$ cat config.mk
export PLATFORM = sky130hd
export DESIGN_NAME = pfac_core
export DESIGN_NICKNAME = d
export VERILOG_FILES = /design/src/rtl/pfac_pkg.sv /design/src/rtl/pfac_clk_if.sv /design/src/rtl/pfac_clkdiv.sv /design/src/rtl/pfac_core.sv
export SDC_FILE = /design/constraint.sdc
export NUM_CORES = 1
export LEC_CHECK = 0
export BUFFER_PORTS_ARGS = -buffer_cell sky130_fd_sc_hd__buf_2
export CORE_AREA = 2 2 119 133
export DETAILED_ROUTE_END_ITERATION = 10
export DIE_AREA = 0 0 121 135
export PLACE_DENSITY = 0.87
export SLEW_MARGIN = 40
export SYNTH_ARGS = -nofsm -noshare
export SYNTH_HDL_FRONTEND = slang
export SYNTH_SLANG_ARGS = --single-unit
export TNS_END_PERCENT = 100
$ cat constraint.sdc
create_clock -name clock_i -period 15.45 [get_ports clock_i]
set_input_delay 4.635 -clock clock_i [delete_from_list [all_inputs] [get_ports clock_i]]
set_output_delay 4.635 -clock clock_i [all_outputs]
set_load 0.02 [all_outputs]
$ cat src/rtl/pfac_pkg.sv
package pfac_pkg;
  // =====================================================================
  // flags word layout
  localparam int FLG_C = 0;
  localparam int FLG_Z = 1;
  localparam int FLG_I = 2;
  localparam int FLG_D = 3;
  localparam int FLG_B = 4;
  localparam int FLG_T = 5;
  localparam int FLG_V = 6;
  localparam int FLG_N = 7;
  // value after reset: mask flag set, others cleared (don't care to tests)
  localparam logic [7:0] FLAGS_RST = 8'h04;
  // =====================================================================
  // system clock divide in middle-speed mode
  localparam int MID_DIV = 4;
  // request register write becomes visible after this many instructions
  localparam int IRQ_LAG_INSTR = 1;
  // =====================================================================
  // operation codes of the core datapath
  typedef enum logic [3:0] {
    PFAC_OP_NOP   = 4'h0,
    PFAC_OP_ADC   = 4'h1,
    PFAC_OP_SUB_BORROW = 4'h2,
    PFAC_OP_SET_CARRY  = 4'h3,
    PFAC_OP_CLR_CARRY  = 4'h4,
    PFAC_OP_SED        = 4'h5,
    PFAC_OP_CLR_BCD    = 4'h6,
    PFAC_OP_MULTIPLY   = 4'h7,
    PFAC_OP_DIV   = 4'h8,
    PFAC_OP_WRPS  = 4'h9,
    PFAC_OP_AND   = 4'hA,
    PFAC_OP_INC   = 4'hB
  } pfac_op_e;
endpackage

$ cat src/rtl/pfac_clk_if.sv
`timescale 1ns/1ps
`default_nettype none
// system clock enable travelling from the divider to the core
interface pfac_clk_if;
  logic high_speed;
  logic sys_en;
  modport div (input high_speed, output sys_en);
  modport core (output high_speed, input sys_en);
endinterface
`default_nettype wire

$ cat src/rtl/pfac_clkdiv.sv
`timescale 1ns/1ps
`default_nettype none
module pfac_clkdiv (
  // clock and reset
  input  wire logic   clock_i,
  input  wire logic   sys_rst_i,
  // enable link
  pfac_clk_if.div     ck
);
  import pfac_pkg::*;
  logic [1:0] cnt_reg;
  // =====================================================================
  // divider: free count, enable on wrap or every cycle in high speed
  always_ff @(posedge clock_i or posedge sys_rst_i) begin
    if (sys_rst_i) begin
      cnt_reg <= 2'h0;
    end else begin
      cnt_reg <= cnt_reg + 2'h1;
    end
  end
  assign ck.sys_en = ck.high_speed | (cnt_reg == 2'(MID_DIV - 1));
endmodule
`default_nettype wire

$ cat src/rtl/pfac_core.sv
// Behaviour
// - reset sets the interrupt-mask flag to one; other flags are undefined.
// - with BCD flag set, only add and subtract with carry are decimal adjusted.
// - negative, overflow and zero flags are meaningless in BCD mode.
// - multiply and divide ignore index-mode and BCD flags.
// - multiply and divide leave the whole flags word unchanged.
// - request register writes show in request bits one instruction later.
// - an instruction takes its cycle count times the system clock period.
// - after reset the system clock is oscillator divided by four; the core divides only while high_speed_i is low, reset does not force it.
`timescale 1ns/1ps
`default_nettype none
module pfac_core (
  // clock and reset
  input  wire logic              clock_i,
  input  wire logic              sys_rst_i,
  // instruction request
  input  wire logic              op_valid_i,
  input  wire pfac_pkg::pfac_op_e op_i,
  input  wire logic [7:0]        opa_i,
  input  wire logic [7:0]        opb_i,
  input  wire logic [3:0]        cycles_i,
  input  wire logic              high_speed_i,
  // request register access
  input  wire logic              irq_wr_i,
  input  wire logic [7:0]        irq_wdata_i,
  // results
  output logic                   op_ready_o,
  output logic                   op_done_o,
  output logic [7:0]             res_lo_o,
  output logic [7:0]             res_hi_o,
  output logic [7:0]             processor_flags_word_o,
  output logic [7:0]             irq_bits_o,
  output logic                   sys_en_o
);
  import pfac_pkg::*;

  typedef enum logic [0:0] {
    PFAC_IDLE = 1'b0,
    PFAC_EXEC = 1'b1
  } pfac_state_e;

  pfac_clk_if ck ();
  assign ck.high_speed = high_speed_i;

  pfac_clkdiv u_div (
    .clock_i   (clock_i),
    .sys_rst_i (sys_rst_i),
    .ck        (ck)
  );

  pfac_state_e state_reg;
  pfac_state_e state_next;
  pfac_op_e    op_reg;
  logic [7:0]  a_reg;
  logic [7:0]  b_reg;
  logic [3:0]  cyc_reg;
  logic [7:0]  flags_reg;
  logic [7:0]  flags_next;
  logic [7:0]  lo_reg;
  logic [7:0]  hi_reg;
  logic [7:0]  lo_next;
  logic [7:0]  hi_next;
  logic [7:0]  irq_reg;
  logic [7:0]  irq_pend_reg;
  logic        irq_pend_vld_reg;
  logic        done_reg;

  // =====================================================================
  // decimal and binary arithmetic
  wire        cin      = flags_reg[FLG_C];
  wire        dmode    = flags_reg[FLG_D];
  wire        is_sub   = (op_reg == PFAC_OP_SUB_BORROW);
  wire [7:0]  b_eff    = is_sub ? ~b_reg : b_reg;
  wire [8:0]  bin_sum  = {1'b0, a_reg} + {1'b0, b_eff} + {8'h00, cin};
  wire        bin_v    = (a_reg[7] == b_eff[7]) && (bin_sum[7] != a_reg[7]);
  // add: nibble adjust up by six; subtract: adjust down by six
  wire [4:0]  add_lo   = {1'b0, a_reg[3:0]} + {1'b0, b_reg[3:0]} + {4'h0, cin};
  wire        add_lc   = (add_lo > 5'h09);
  wire [4:0]  add_lo_a = add_lc ? 5'(add_lo + 5'h06) : add_lo;
  wire [4:0]  add_hi   = {1'b0, a_reg[7:4]} + {1'b0, b_reg[7:4]} + {4'h0, add_lc};
  wire        add_hc   = (add_hi > 5'h09);
  wire [4:0]  add_hi_a = add_hc ? 5'(add_hi + 5'h06) : add_hi;
  wire [4:0]  sub_lo   = {1'b0, a_reg[3:0]} - {1'b0, b_reg[3:0]} - {4'h0, ~cin};
  wire        sub_lb   = sub_lo[4];
  wire [3:0]  sub_lo_a = sub_lb ? 4'(sub_lo - 5'h06) : sub_lo[3:0];
  wire [4:0]  sub_hi   = {1'b0, a_reg[7:4]} - {1'b0, b_reg[7:4]} - {4'h0, sub_lb};
  wire        sub_hb   = sub_hi[4];
  wire [3:0]  sub_hi_a = sub_hb ? 4'(sub_hi - 5'h06) : sub_hi[3:0];
  wire        dec_op   = dmode && (op_reg == PFAC_OP_ADC || is_sub);
  wire [7:0]  dec_res  = is_sub ? {sub_hi_a, sub_lo_a} : {add_hi_a[3:0], add_lo_a[3:0]};
  wire        dec_c    = is_sub ? ~sub_hb : add_hc;
  wire [7:0]  arith    = dec_op ? dec_res : bin_sum[7:0];
  wire        arith_c  = dec_op ? dec_c : bin_sum[8];
  // multiply and divide never look at the flags word
  wire [15:0] mul_res  = a_reg * b_reg;
  wire [7:0]  div_q    = (b_reg == 8'h00) ? 8'hFF : 8'(a_reg / b_reg);
  wire [7:0]  div_r    = (b_reg == 8'h00) ? a_reg : 8'(a_reg % b_reg);

  // =====================================================================
  // next flags and results per operation
  always_comb begin
    flags_next = flags_reg;
    lo_next    = lo_reg;
    hi_next    = hi_reg;
    case (op_reg)
      PFAC_OP_ADC, PFAC_OP_SUB_BORROW: begin
        lo_next           = arith;
        flags_next[FLG_C] = arith_c;
        // in decimal mode these carry binary leftovers and mean nothing
        flags_next[FLG_Z] = (bin_sum[7:0] == 8'h00);
        flags_next[FLG_N] = bin_sum[7];
        flags_next[FLG_V] = bin_v;
      end
      PFAC_OP_AND: begin
        lo_next           = a_reg & b_reg;
        flags_next[FLG_Z] = ((a_reg & b_reg) == 8'h00);
        flags_next[FLG_N] = a_reg[7] & b_reg[7];
      end
      PFAC_OP_INC: begin
        lo_next           = 8'(a_reg + 8'h01);
        flags_next[FLG_Z] = (lo_next == 8'h00);
        flags_next[FLG_N] = lo_next[7];
      end
      PFAC_OP_SET_CARRY: flags_next[FLG_C] = 1'b1;
      PFAC_OP_CLR_CARRY: flags_next[FLG_C] = 1'b0;
      PFAC_OP_SED:       flags_next[FLG_D] = 1'b1;
      PFAC_OP_CLR_BCD:   flags_next[FLG_D] = 1'b0;
      PFAC_OP_WRPS:      flags_next = a_reg;
      PFAC_OP_MULTIPLY: begin
        lo_next = mul_res[7:0];
        hi_next = mul_res[15:8];
      end
      PFAC_OP_DIV: begin
        lo_next = div_q;
        hi_next = div_r;
      end
      default: begin
      end
    endcase
  end

  // =====================================================================
  // sequencer: instruction held for cycles_i system clock enables, one enable when cycles_i is zero
  wire last_cyc = ck.sys_en && (cyc_reg <= 4'h1);
  always_comb begin
    state_next = state_reg;
    case (state_reg)
      PFAC_IDLE: if (op_valid_i) state_next = PFAC_EXEC;
      PFAC_EXEC: if (last_cyc) state_next = PFAC_IDLE;
      default:   state_next = PFAC_IDLE;
    endcase
  end
  assign op_ready_o = (state_reg == PFAC_IDLE);
  wire retire = (state_reg == PFAC_EXEC) && last_cyc;

  // state and operands
  always_ff @(posedge clock_i or posedge sys_rst_i) begin
    if (sys_rst_i) begin
      state_reg <= PFAC_IDLE;
      op_reg    <= PFAC_OP_NOP;
      a_reg     <= 8'h00;
      b_reg     <= 8'h00;
      cyc_reg   <= 4'h0;
    end else begin
      state_reg <= state_next;
      if (op_ready_o && op_valid_i) begin
        op_reg  <= op_i;
        a_reg   <= opa_i;
        b_reg   <= opb_i;
        cyc_reg <= cycles_i;
      end else if (state_reg == PFAC_EXEC && ck.sys_en) begin
        cyc_reg <= cyc_reg - 4'h1;
      end
    end
  end

  // flags and results, committed on the last cycle
  always_ff @(posedge clock_i or posedge sys_rst_i) begin
    if (sys_rst_i) begin
      flags_reg <= FLAGS_RST;
      lo_reg    <= 8'h00;
      hi_reg    <= 8'h00;
      done_reg  <= 1'b0;
    end else begin
      done_reg <= retire;
      if (retire) begin
        flags_reg <= flags_next;
        lo_reg    <= lo_next;
        hi_reg    <= hi_next;
      end
    end
  end

  // request bits: a write is parked and lands when the next instruction retires
  always_ff @(posedge clock_i or posedge sys_rst_i) begin
    if (sys_rst_i) begin
      irq_reg          <= 8'h00;
      irq_pend_reg     <= 8'h00;
      irq_pend_vld_reg <= 1'b0;
    end else begin
      if (irq_wr_i) begin
        irq_pend_reg     <= irq_wdata_i;
        irq_pend_vld_reg <= 1'b1;
      end else if (retire && irq_pend_vld_reg) begin
        irq_reg          <= irq_pend_reg;
        irq_pend_vld_reg <= 1'b0;
      end
    end
  end

  assign res_lo_o               = lo_reg;
  assign res_hi_o               = hi_reg;
  assign processor_flags_word_o = flags_reg;
  assign irq_bits_o             = irq_reg;
  assign op_done_o              = done_reg;
  assign sys_en_o               = ck.sys_en;

  // =====================================================================
  // checks
  logic [2:0] gap_reg;
  always_ff @(posedge clock_i or posedge sys_rst_i) begin
    if (sys_rst_i) begin
      gap_reg <= 3'h0;
    end else if (ck.sys_en) begin
      gap_reg <= 3'h0;
    end else begin
      gap_reg <= gap_reg + 3'h1;
    end
  end

  AST_RST_MASK: assert property (@(posedge clock_i)
    $fell(sys_rst_i) |-> processor_flags_word_o[FLG_I])
    else $error("mask flag not set after reset");
  AST_MULDIV_FLAGS: assert property (@(posedge clock_i) disable iff (sys_rst_i)
    retire && (op_reg == PFAC_OP_MULTIPLY || op_reg == PFAC_OP_DIV)
      |=> $stable(processor_flags_word_o))
    else $error("multiply or divide changed flags");
  // product is rebuilt from the operands so a broken multiplier path is caught
  AST_PRODUCT: assert property (@(posedge clock_i) disable iff (sys_rst_i)
    retire && op_reg == PFAC_OP_MULTIPLY
      |=> {res_hi_o, res_lo_o} == 16'($past(a_reg)) * 16'($past(b_reg)))
    else $error("multiply result wrong");
  AST_BCD_ADD: assert property (@(posedge clock_i) disable iff (sys_rst_i)
    retire && dmode && op_reg == PFAC_OP_ADC && a_reg == 8'h25 && b_reg == 8'h38 && !cin
      |=> res_lo_o == 8'h63)
    else $error("decimal add not adjusted");
  AST_INC_BIN: assert property (@(posedge clock_i) disable iff (sys_rst_i)
    retire && op_reg == PFAC_OP_INC && a_reg == 8'h09 |=> res_lo_o == 8'h0A)
    else $error("increment was decimal adjusted");
  AST_IRQ_HOLD: assert property (@(posedge clock_i) disable iff (sys_rst_i)
    irq_wr_i && irq_bits_o != irq_wdata_i |=> irq_bits_o != $past(irq_wdata_i))
    else $error("request bits changed at once");
  AST_MID_DIV: assert property (@(posedge clock_i) disable iff (sys_rst_i)
    !high_speed_i [*4] ##0 ck.sys_en
      |-> !$past(ck.sys_en, 1) && !$past(ck.sys_en, 2) && !$past(ck.sys_en, 3))
    else $error("middle speed enable too frequent");
  AST_GAP: assert property (@(posedge clock_i) disable iff (sys_rst_i)
    gap_reg <= 3'(MID_DIV - 1))
    else $error("system clock enable missing");
  AST_HIGH_SPEED: assert property (@(posedge clock_i) disable iff (sys_rst_i)
    high_speed_i |-> ck.sys_en)
    else $error("high speed enable not every cycle");
  COV_MULTIPLY: cover property (@(posedge clock_i) retire && op_reg == PFAC_OP_MULTIPLY);
  COV_BCD_SUB: cover property (@(posedge clock_i) retire && dmode && is_sub);
  COV_IRQ: cover property (@(posedge clock_i) irq_wr_i ##[1:40] retire);
endmodule
`default_nettype wire

Word-level counts from Yosys, hierarchy flattened
Cells that the tools add are included.

Order comparisons: 3. Bitwise logic cells: 8. Muxes and demuxes: 25. Multiply operators: 1. Equal/unequal tests: 14. Reductions and logical operators: 29. Add/sub/neg operators: 17. Div/mod/pow operators: 2.

Operators with widths (count): two-way mux 8 bit (5); case mux 8 bit (5 select lines) (1); zero test 8 bit (4); two-way mux 4 bit (6); == test 4 x 3 -> 1 bit (second input constant) (4); == test 4 bit (second input constant) (4); multiplier 8 x 8 -> 16 bit (1); case mux 8 bit (2 select lines) (1); AND reduction 2 bit (8); case mux 1 bit (4 select lines) (3); adder 4 x 4 -> 5 bit (2); adder 5 x 1 -> 5 bit (2); greater-than comparator 5 x 4 -> 1 bit (second input constant) (2); subtractor 4 x 4 -> 5 bit (2); subtractor 5 x 1 -> 5 bit (2); adder 8 x 8 -> 9 bit (1); adder 9 x 1 -> 9 bit (1); adder 4 x 3 -> 4 bit (second input constant) (2); adder 8 x 1 -> 8 bit (second input constant) (1); bitwise AND 8 bit (1); divider 8 x 8 -> 8 bit (1); == test 4 x 2 -> 1 bit (second input constant) (2); modulo 8 x 8 -> 8 bit (1); inverter 8 bit (1); 21 further kinds (41).

Logic and storage cells: 116. Input port bits: 37. Output and inout port bits: 35. Register bits: 69.

Longest topological paths before layout
Gate-level depths: netlist of the first run.

Depth after elaboration: 9. Depth in mapped cells: 52. Depth with buffers taken out: 51.

Cells and area by module
Synthesis of the first run repeated with hierarchy kept, for this count alone.

Cells, all modules: 1048. Area total of the unflattened synthesis: 8833.5 um2.

Modules (own cells, without submodules): pfac_core (cells an instance 1042, times used 1, area an instance 8757.1 um2, sequential area each 1677.9 um2); pfac_clkdiv (cells an instance 6, times used 1, area an instance 76.3 um2, sequential area each 50.0 um2).

Worst setup path before layout of the first run
No wires, ideal clock.

Path type: flip-flop to flip-flop. Start point: register b_reg[4]. End point: register hi_reg[7], in the netlist res_hi_o[7]. Required time: 15.314 ns. Slack: 4.218 ns. Buffers on the path: 1. Clock period less this slack: 11.232 ns. Arrival: 11.096 ns. Library setup time: 0.136 ns. Stages on the path, launching flop included: 48. Cells stage by stage: dfrtp_1 -> nor4_2 -> nand2_1 -> nor2_1 -> a21oi_1 -> a21oi_1 -> ha_1 -> or4b_2 -> o311ai_0 -> a22oi_1 -> ha_1 -> o211ai_1 -> a211oi_4 -> mux2_2 -> ha_1 -> a21o_1 -> o211a_1 -> or2_0 -> (+12 left out) -> o21ai_0 -> inv_1 -> ha_1 -> o21ai_0 -> o21ai_0 -> nand4_1 -> and2_1 -> or4b_2 -> o21ai_0 -> nor2_1 -> ha_1 -> or2_2 -> a21oi_1 -> a21o_1 -> clkbuf_1 -> o211ai_1 -> o221ai_1 -> o211ai_1.

Cells in the longest elaborated chain, start to end: 3. Elaborated cells between the ends (all ways): 5. Classes of those cells: mul: 1; div: 1; mux: 2; reduce/logical: 1.

Ends and longest elaborated chain: start: declaration (RTL line pfac_core.sv:55) `logic [7:0] b_reg;`; start signal: assignment (RTL line pfac_core.sv:169) `b_reg <= opb_i;`; modulo 8 x 8 -> 8 bit or zero test 8 bit (tied branches) (RTL line pfac_core.sv:97) `wire [7:0] div_r = (b_reg == 8'h00) ? a_reg : 8'(a_reg % b_reg);`; two-way mux 8 bit (RTL line pfac_core.sv:97); case mux 8 bit (2 select lines) * (RTL line pfac_core.sv:105) `case (op_reg)`; end signal: assignment (RTL line pfac_core.sv:189) `hi_reg <= hi_next;`; end: declaration (RTL line pfac_core.sv:60) `logic [7:0] hi_reg;`.

Every way passes the cells marked *; elsewhere a longest branch is shown, timed or not. A chain may end at the register's enable or synchronous reset.

Final worst setup path of the first run
Start point: register b_reg[0]. End point: register hi_reg[6], in the netlist res_hi_o[6].

The elaborated chain is that of the path after synthesis.

==> results.ini, run 1 <==
[worst_setup_path]
rr_startpoint = b_reg[0]
critPathSlowestCell = or4b_2
critPathLaunch = b_reg[0]
end_kind = flip-flop
worst-path-max-fanout = 14
required_ps = 15720
critPathKind = reg2reg
crit_arrival_ps = 13080
path_common_cell = ha_1
r2r.worst_path.cells = 46
slowest_delay_ps = 660
reg2reg_slack_ps = 2640
timing.rr.end = res_hi_o[6]
crit_path_start_kind = flip-flop

[sta]
period_minus_slack_ps = 12810
grt_setup_unrepaired = no
finalSetupTns_ps = 0
setup_viol = 0
drv_slew = 0
finalHoldViolations = 0
worst_slew_pin_slew_ps = 803
timing.fmax_mhz = 78.1
fin_worst_skew_ps = 12.1
period_share = 0.829
setup_slack_ps = 2640
relSlewSlack = 0.465

[floorplanning]
rows = 47
die_h_um = 135
num_io_pins = 72
die_area_sq_um = 16300
die_x_um = 121
start_util = 0.586
coreArea_sq_um = 14900

[synthesis]
seq_area_frac_synth = 0.198
synthCells = 1028
synth_cell_type_count = 73
async_flop_share = 1.00
yosys_warnings = 0
avgSynthCellArea_sq_um = 8.48
synth_edf_count = 0
synth_area_sq_um = 8720
synth_ff_type = dfrtp_1
ys_ff_latch = 69
synth.net_count = 1227

[layout]
drive_above_1_share = 0.136
nets = 1288
syn_to_final_growth_pct = 10.1
fin_cells = 1290
fin_area_sq_um = 9600
diodes = 0

[global_route]
grt_max_degree = 36
overflow = 0
antenna_found_initial = 1
grt_pass1_vias = 8284
grt.total_usage = 0.334
grt_pass1_wl_mm = 42.5

[placed_design]
pre_cts_ws_ps = 2880
post-dp-hpwl_mm = 20.1
io_buffer_count = 71
dpl-instance-area_sq_um = 9310
routabilityCongestion = 1.01
dp.cells = 1274

[clock_network]
clock_latency_ps = 350
cts.repair.resized = 0
cts_root_buf = clkbuf_16
holdBufCountCts = 0
cts_buffer_depth = 2
cts_tree = yes
cts_sinks = 69
cts_buffers = 9
cts.clk_slew.worst_paths_ps = 70
cts_setup_buffers = 0
cts_htree_levels = 3

[job]
cap_viol_max_count = 0

[detailed_routing]
via_count = 8331
wl_per_cell_um = 20.6
ant_nets = 0
drt_first_pass_iters = 7
dr.first_iter.drc_count = 950
drc = 0
via_per_inst = 6.46
wl_mm = 26.6

[hold_path]
hold_class = reg2reg
hold_end = u_div.cnt_reg[0]
hold_path_startpoint = u_div.cnt_reg[0]
hold_path_depth = 1

[outcome]
status = finished, final reports clean

## final cells by class
cell class                 instances  area [sq um]
clock inverter                     7          63.8
timing repair buffer              84           465
sequential                        69          1730
multi-input combinational        831          6520
inverter                          94           353
tap                              196           245
fill                            1164          5280
clock buffer                       9           225
## cell usage after synthesis (9+ instances only)
master / number / area (sq um)
a211oi_1: 10 / 75.1
a21oi_1: 56 / 280
a31oi_1: 9 / 56.3
clkbuf_1: 29 / 109
clkinv_1: 10 / 37.5
dfrtp_1: 68 / 1700
fa_1: 47 / 941
ha_1: 115 / 1440
inv_1: 84 / 315
mux2_2: 28 / 315
mux2i_1: 13 / 130
nand2_1: 92 / 345
nand2b_1: 14 / 87.6
nand3_1: 18 / 90.1
nor2_1: 95 / 357
nor2b_1: 13 / 81.3
nor3_1: 30 / 150
o211ai_1: 13 / 97.6
o21a_1: 10 / 75.1
o21ai_0: 75 / 375
xnor2_1: 49 / 429
xor2_1: 18 / 158
## kinds of logic after synthesis
logic type	share of synthesized area
adder cells (fa/ha/maj)	0.273
buffers and inverters	0.0561
multiplexers	0.0554
flip-flops	0.198
AND/OR/NAND/NOR	0.165
AO/OA/AOI/OAI	0.185
XOR/XNOR	0.0673
## per-stage QoR
stage	utilization	hold WS (ps)
after floorplan	-	401
after global placement	0.624	414
after detailed placement	0.626	422
after CTS	0.645	432
after global routing	0.645	449
final	0.645	429
## cells in the final DEF, fill, tap and decap left out, types with 6 or more instances in the layout
master / count
mux2i_1: 13
and3_1: 6
nand2b_1: 14
o31ai_1: 6
o21a_1: 10
clkbuf_16: 9
inv_1: 83
nand3_1: 18
a22oi_1: 8
o211ai_1: 13
xor2_1: 18
a21o_1: 8
mux2_2: 28
a21oi_1: 56
nor4_1: 7
a31oi_1: 9
o21ai_0: 75
xnor2_1: 49
nor3_1: 28
ha_1: 115
nand2_1: 92
nor2_1: 95
clkinv_1: 10
a211oi_1: 10
dfrtp_1: 68
buf_4: 12
nor2b_1: 12
fa_1: 47
buf_2: 71
o21bai_1: 6
## routing by layer
layer  GRT usage  vias to the layer above  routed length, um
li1            -                     3739                  -
met1       0.396                     3883               9160
met2       0.546                      526              12600
met3      0.0697                      183               2820
met4       0.223                        0               2030
met5           0                        -                  0
## worst max-delay path: cells and delay by family, from the launching register on
family                   cells  cell delay (ps)
AND/OR/NAND/NOR             12             3710
flip-flops                   1              610
AO/OA/AOI/OAI               18             4110
buffers and inverters        6             1120
multiplexers                 2              680
adder cells (fa/ha/maj)      8             2480
## worst max-delay path by stage
stage	slack (ps)	end	depth (start not counted)
2_1_floorplan	4220	res_hi_o[7]	47
3_3_place_gp	3320	res_hi_o[6]	45
3_5_place_dp	2880	res_hi_o[6]	46
4_1_cts	2830	res_hi_o[6]	46
5_1_grt	1800	res_hi_o[6]	46
6_report	2640	res_hi_o[6]	46
Power of run 1 is not shown: default switching activity piles up to over one toggle a cycle in this logic, so the estimate is an artifact.
==> run 2, diff against run 1 <==
==> constraint.sdc (replaced) <==
create_clock -name clock_i -period 13.1 [get_ports clock_i]
set_input_delay 3.93 -clock clock_i [delete_from_list [all_inputs] [get_ports clock_i]]
set_output_delay 3.93 -clock clock_i [all_outputs]
set_load 0.02 [all_outputs]
==> results.ini, run 2 (same netlist as run 1, synthesis figures left out) <==
[global_route]
antenna_found_initial = 0  ; -1
grt_pass1_wl_mm = 43.0  ; +1.2%
grt_max_degree = 70  ; +94%
grt_pass1_vias = 8441  ; +1.9%
grt.total_usage = 0.340  ; +0.00577
overflow = 0  ; unchanged

[worst_setup_path]
rr_startpoint = b_reg[4]
crit_path_start_kind = flip-flop
slowest_delay_ps = 660  ; about the same
critPathSlowestCell = or4b_2
end_kind = flip-flop
r2r.worst_path.cells = 47  ; +2.2%
path_buf_inv = 4  ; -2
path_common_cell = ha_1
required_ps = 13370  ; -2350 ps
timing.rr.end = res_hi_o[6]
reg2reg_slack_ps = 730  ; -1910 ps
critPathKind = reg2reg
worst-path-max-fanout = 13  ; -1
cp_top_family = simple AND/OR/NAND/NOR gates
crit_arrival_ps = 12640  ; -440 ps

[placed_design]
post-dp-hpwl_mm = 20.0  ; -0.41%
io_buffer_count = 71  ; unchanged
routabilityCongestion = 0.984  ; -2.8%

[detailed_routing]
ant_nets = 0  ; unchanged
via_per_inst = 6.49  ; +0.50%
drt_first_pass_iters = 8  ; +1
via_count = 8418  ; +1.0%
dr.first_iter.drc_count = 985  ; +3.7%
drc = 0  ; unchanged
wl_per_cell_um = 20.9  ; +1.4%
wl_mm = 27.1  ; +1.9%

[floorplanning]
num_io_pins = 72  ; unchanged
die_area_sq_um = 16300  ; unchanged
die_x_um = 121  ; unchanged
start_util = 0.586  ; unchanged
coreArea_sq_um = 14900  ; unchanged
rows = 47  ; unchanged
die_h_um = 135  ; unchanged

[sta]
worst_slew_pin_slew_ps = 865  ; +62.3 ps
setup_viol = 0  ; unchanged
timing.fmax_mhz = 80.9  ; +3.6%
drv_slew = 0  ; unchanged
grt_setup_unrepaired = no
fin_worst_skew_ps = 11.0  ; -1.15 ps
period_minus_slack_ps = 12370  ; -440 ps
finalHoldViolations = 0  ; unchanged
relSlewSlack = 0.416  ; -0.0491
finalSetupTns_ps = 0  ; unchanged
period_share = 0.944  ; +0.115

[clock_network]
cts_buffer_depth = 2  ; unchanged
cts.clk_slew.worst_paths_ps = 70  ; about the same
cts_htree_levels = 3  ; unchanged
cts_sinks = 69  ; unchanged
cts_tree = yes
clock_latency_ps = 350  ; about the same
cts_root_buf = clkbuf_16
holdBufCountCts = 0  ; unchanged
cts_buffers = 9  ; unchanged

[layout]
final_common_cell = ha_1
final_cell_mix = ha_1 (115), nor2_1 (95), nand2_1 (92), inv_1 (83), o21ai_0 (73)
fillCellCount = 1189  ; +2.1%
diodes = 0  ; unchanged
syn_to_final_growth_pct = 10.9
drive_above_1_share = 0.144  ; +0.00731
nets = 1295  ; +0.54%

[hold_path]
hold_path_startpoint = u_div.cnt_reg[0]
hold_end = u_div.cnt_reg[0]
hold_path_depth = 1  ; unchanged
hold_class = reg2reg

[outcome]
status = finished, final reports clean

[job]
cap_viol_max_count = 0  ; unchanged

==> run 2: worst max-delay path by stage <==
| stage | cells after the start | startpoint | end | slack (ps) |
|---|---|---|---|---|
| after floorplan | 47 | b_reg[4] | res_hi_o[7] | 1870 |
| after detailed placement | 47 | b_reg[4] | res_hi_o[6] | 550 |
| after global placement | 47 | b_reg[4] | res_hi_o[6] | 1110 |
| final | 47 | b_reg[4] | res_hi_o[6] | 730 |
| after global routing | 47 | b_reg[4] | res_hi_o[6] | 40 |
| after CTS | 47 | b_reg[4] | res_hi_o[6] | 510 |
==> run 2: cell type report <==
type	instances	area [sq um]	area share
Tap cell	196	245	0.0254
Clock buffer	9	225	0.0233
Sequential cell	69	1730	0.179
Clock inverter	7	73.8	0.00764
Inverter	94	353	0.0365
Multi-Input combinational cell	831	6530	0.676
Timing Repair Buffer	91	509	0.0527
==> run 2: repair_timing <==
action | CTS | global route
gates resized for setup | 0 | 4
buffers inserted | 0 | 3
setup endpoints to repair | 0 | 9
==> run 2: metrics by stage <==
step                      worst slack (ps)   util  cells  hold slack [ps]  cell area [sq um]
final                                  734  0.650   1297              427               9670
after CTS                              507  0.647   1294              430               9630
after global routing                  37.1  0.650   1297              462               9670
after floorplan                       1870      -   1028              401               8720
after detailed placement               550  0.627   1278              421               9330
after global placement                1110  0.626   1278              414               9320
==> run 2: per-layer routing <==
| layer | up-vias | track usage | part of all wire | wire [um] |
|---|---|---|---|---|
| li1 | 3765 | - | - | - |
| met1 | 4014 | 0.404 | 0.35 | 9610 |
| met2 | 479 | 0.544 | 0.47 | 12800 |
| met3 | 160 | 0.0777 | 0.10 | 2700 |
| met4 | 0 | 0.236 | 0.073 | 1980 |
| met5 | - | 0 | 0 | 0 |
Power of run 2 is left out for the same reason.
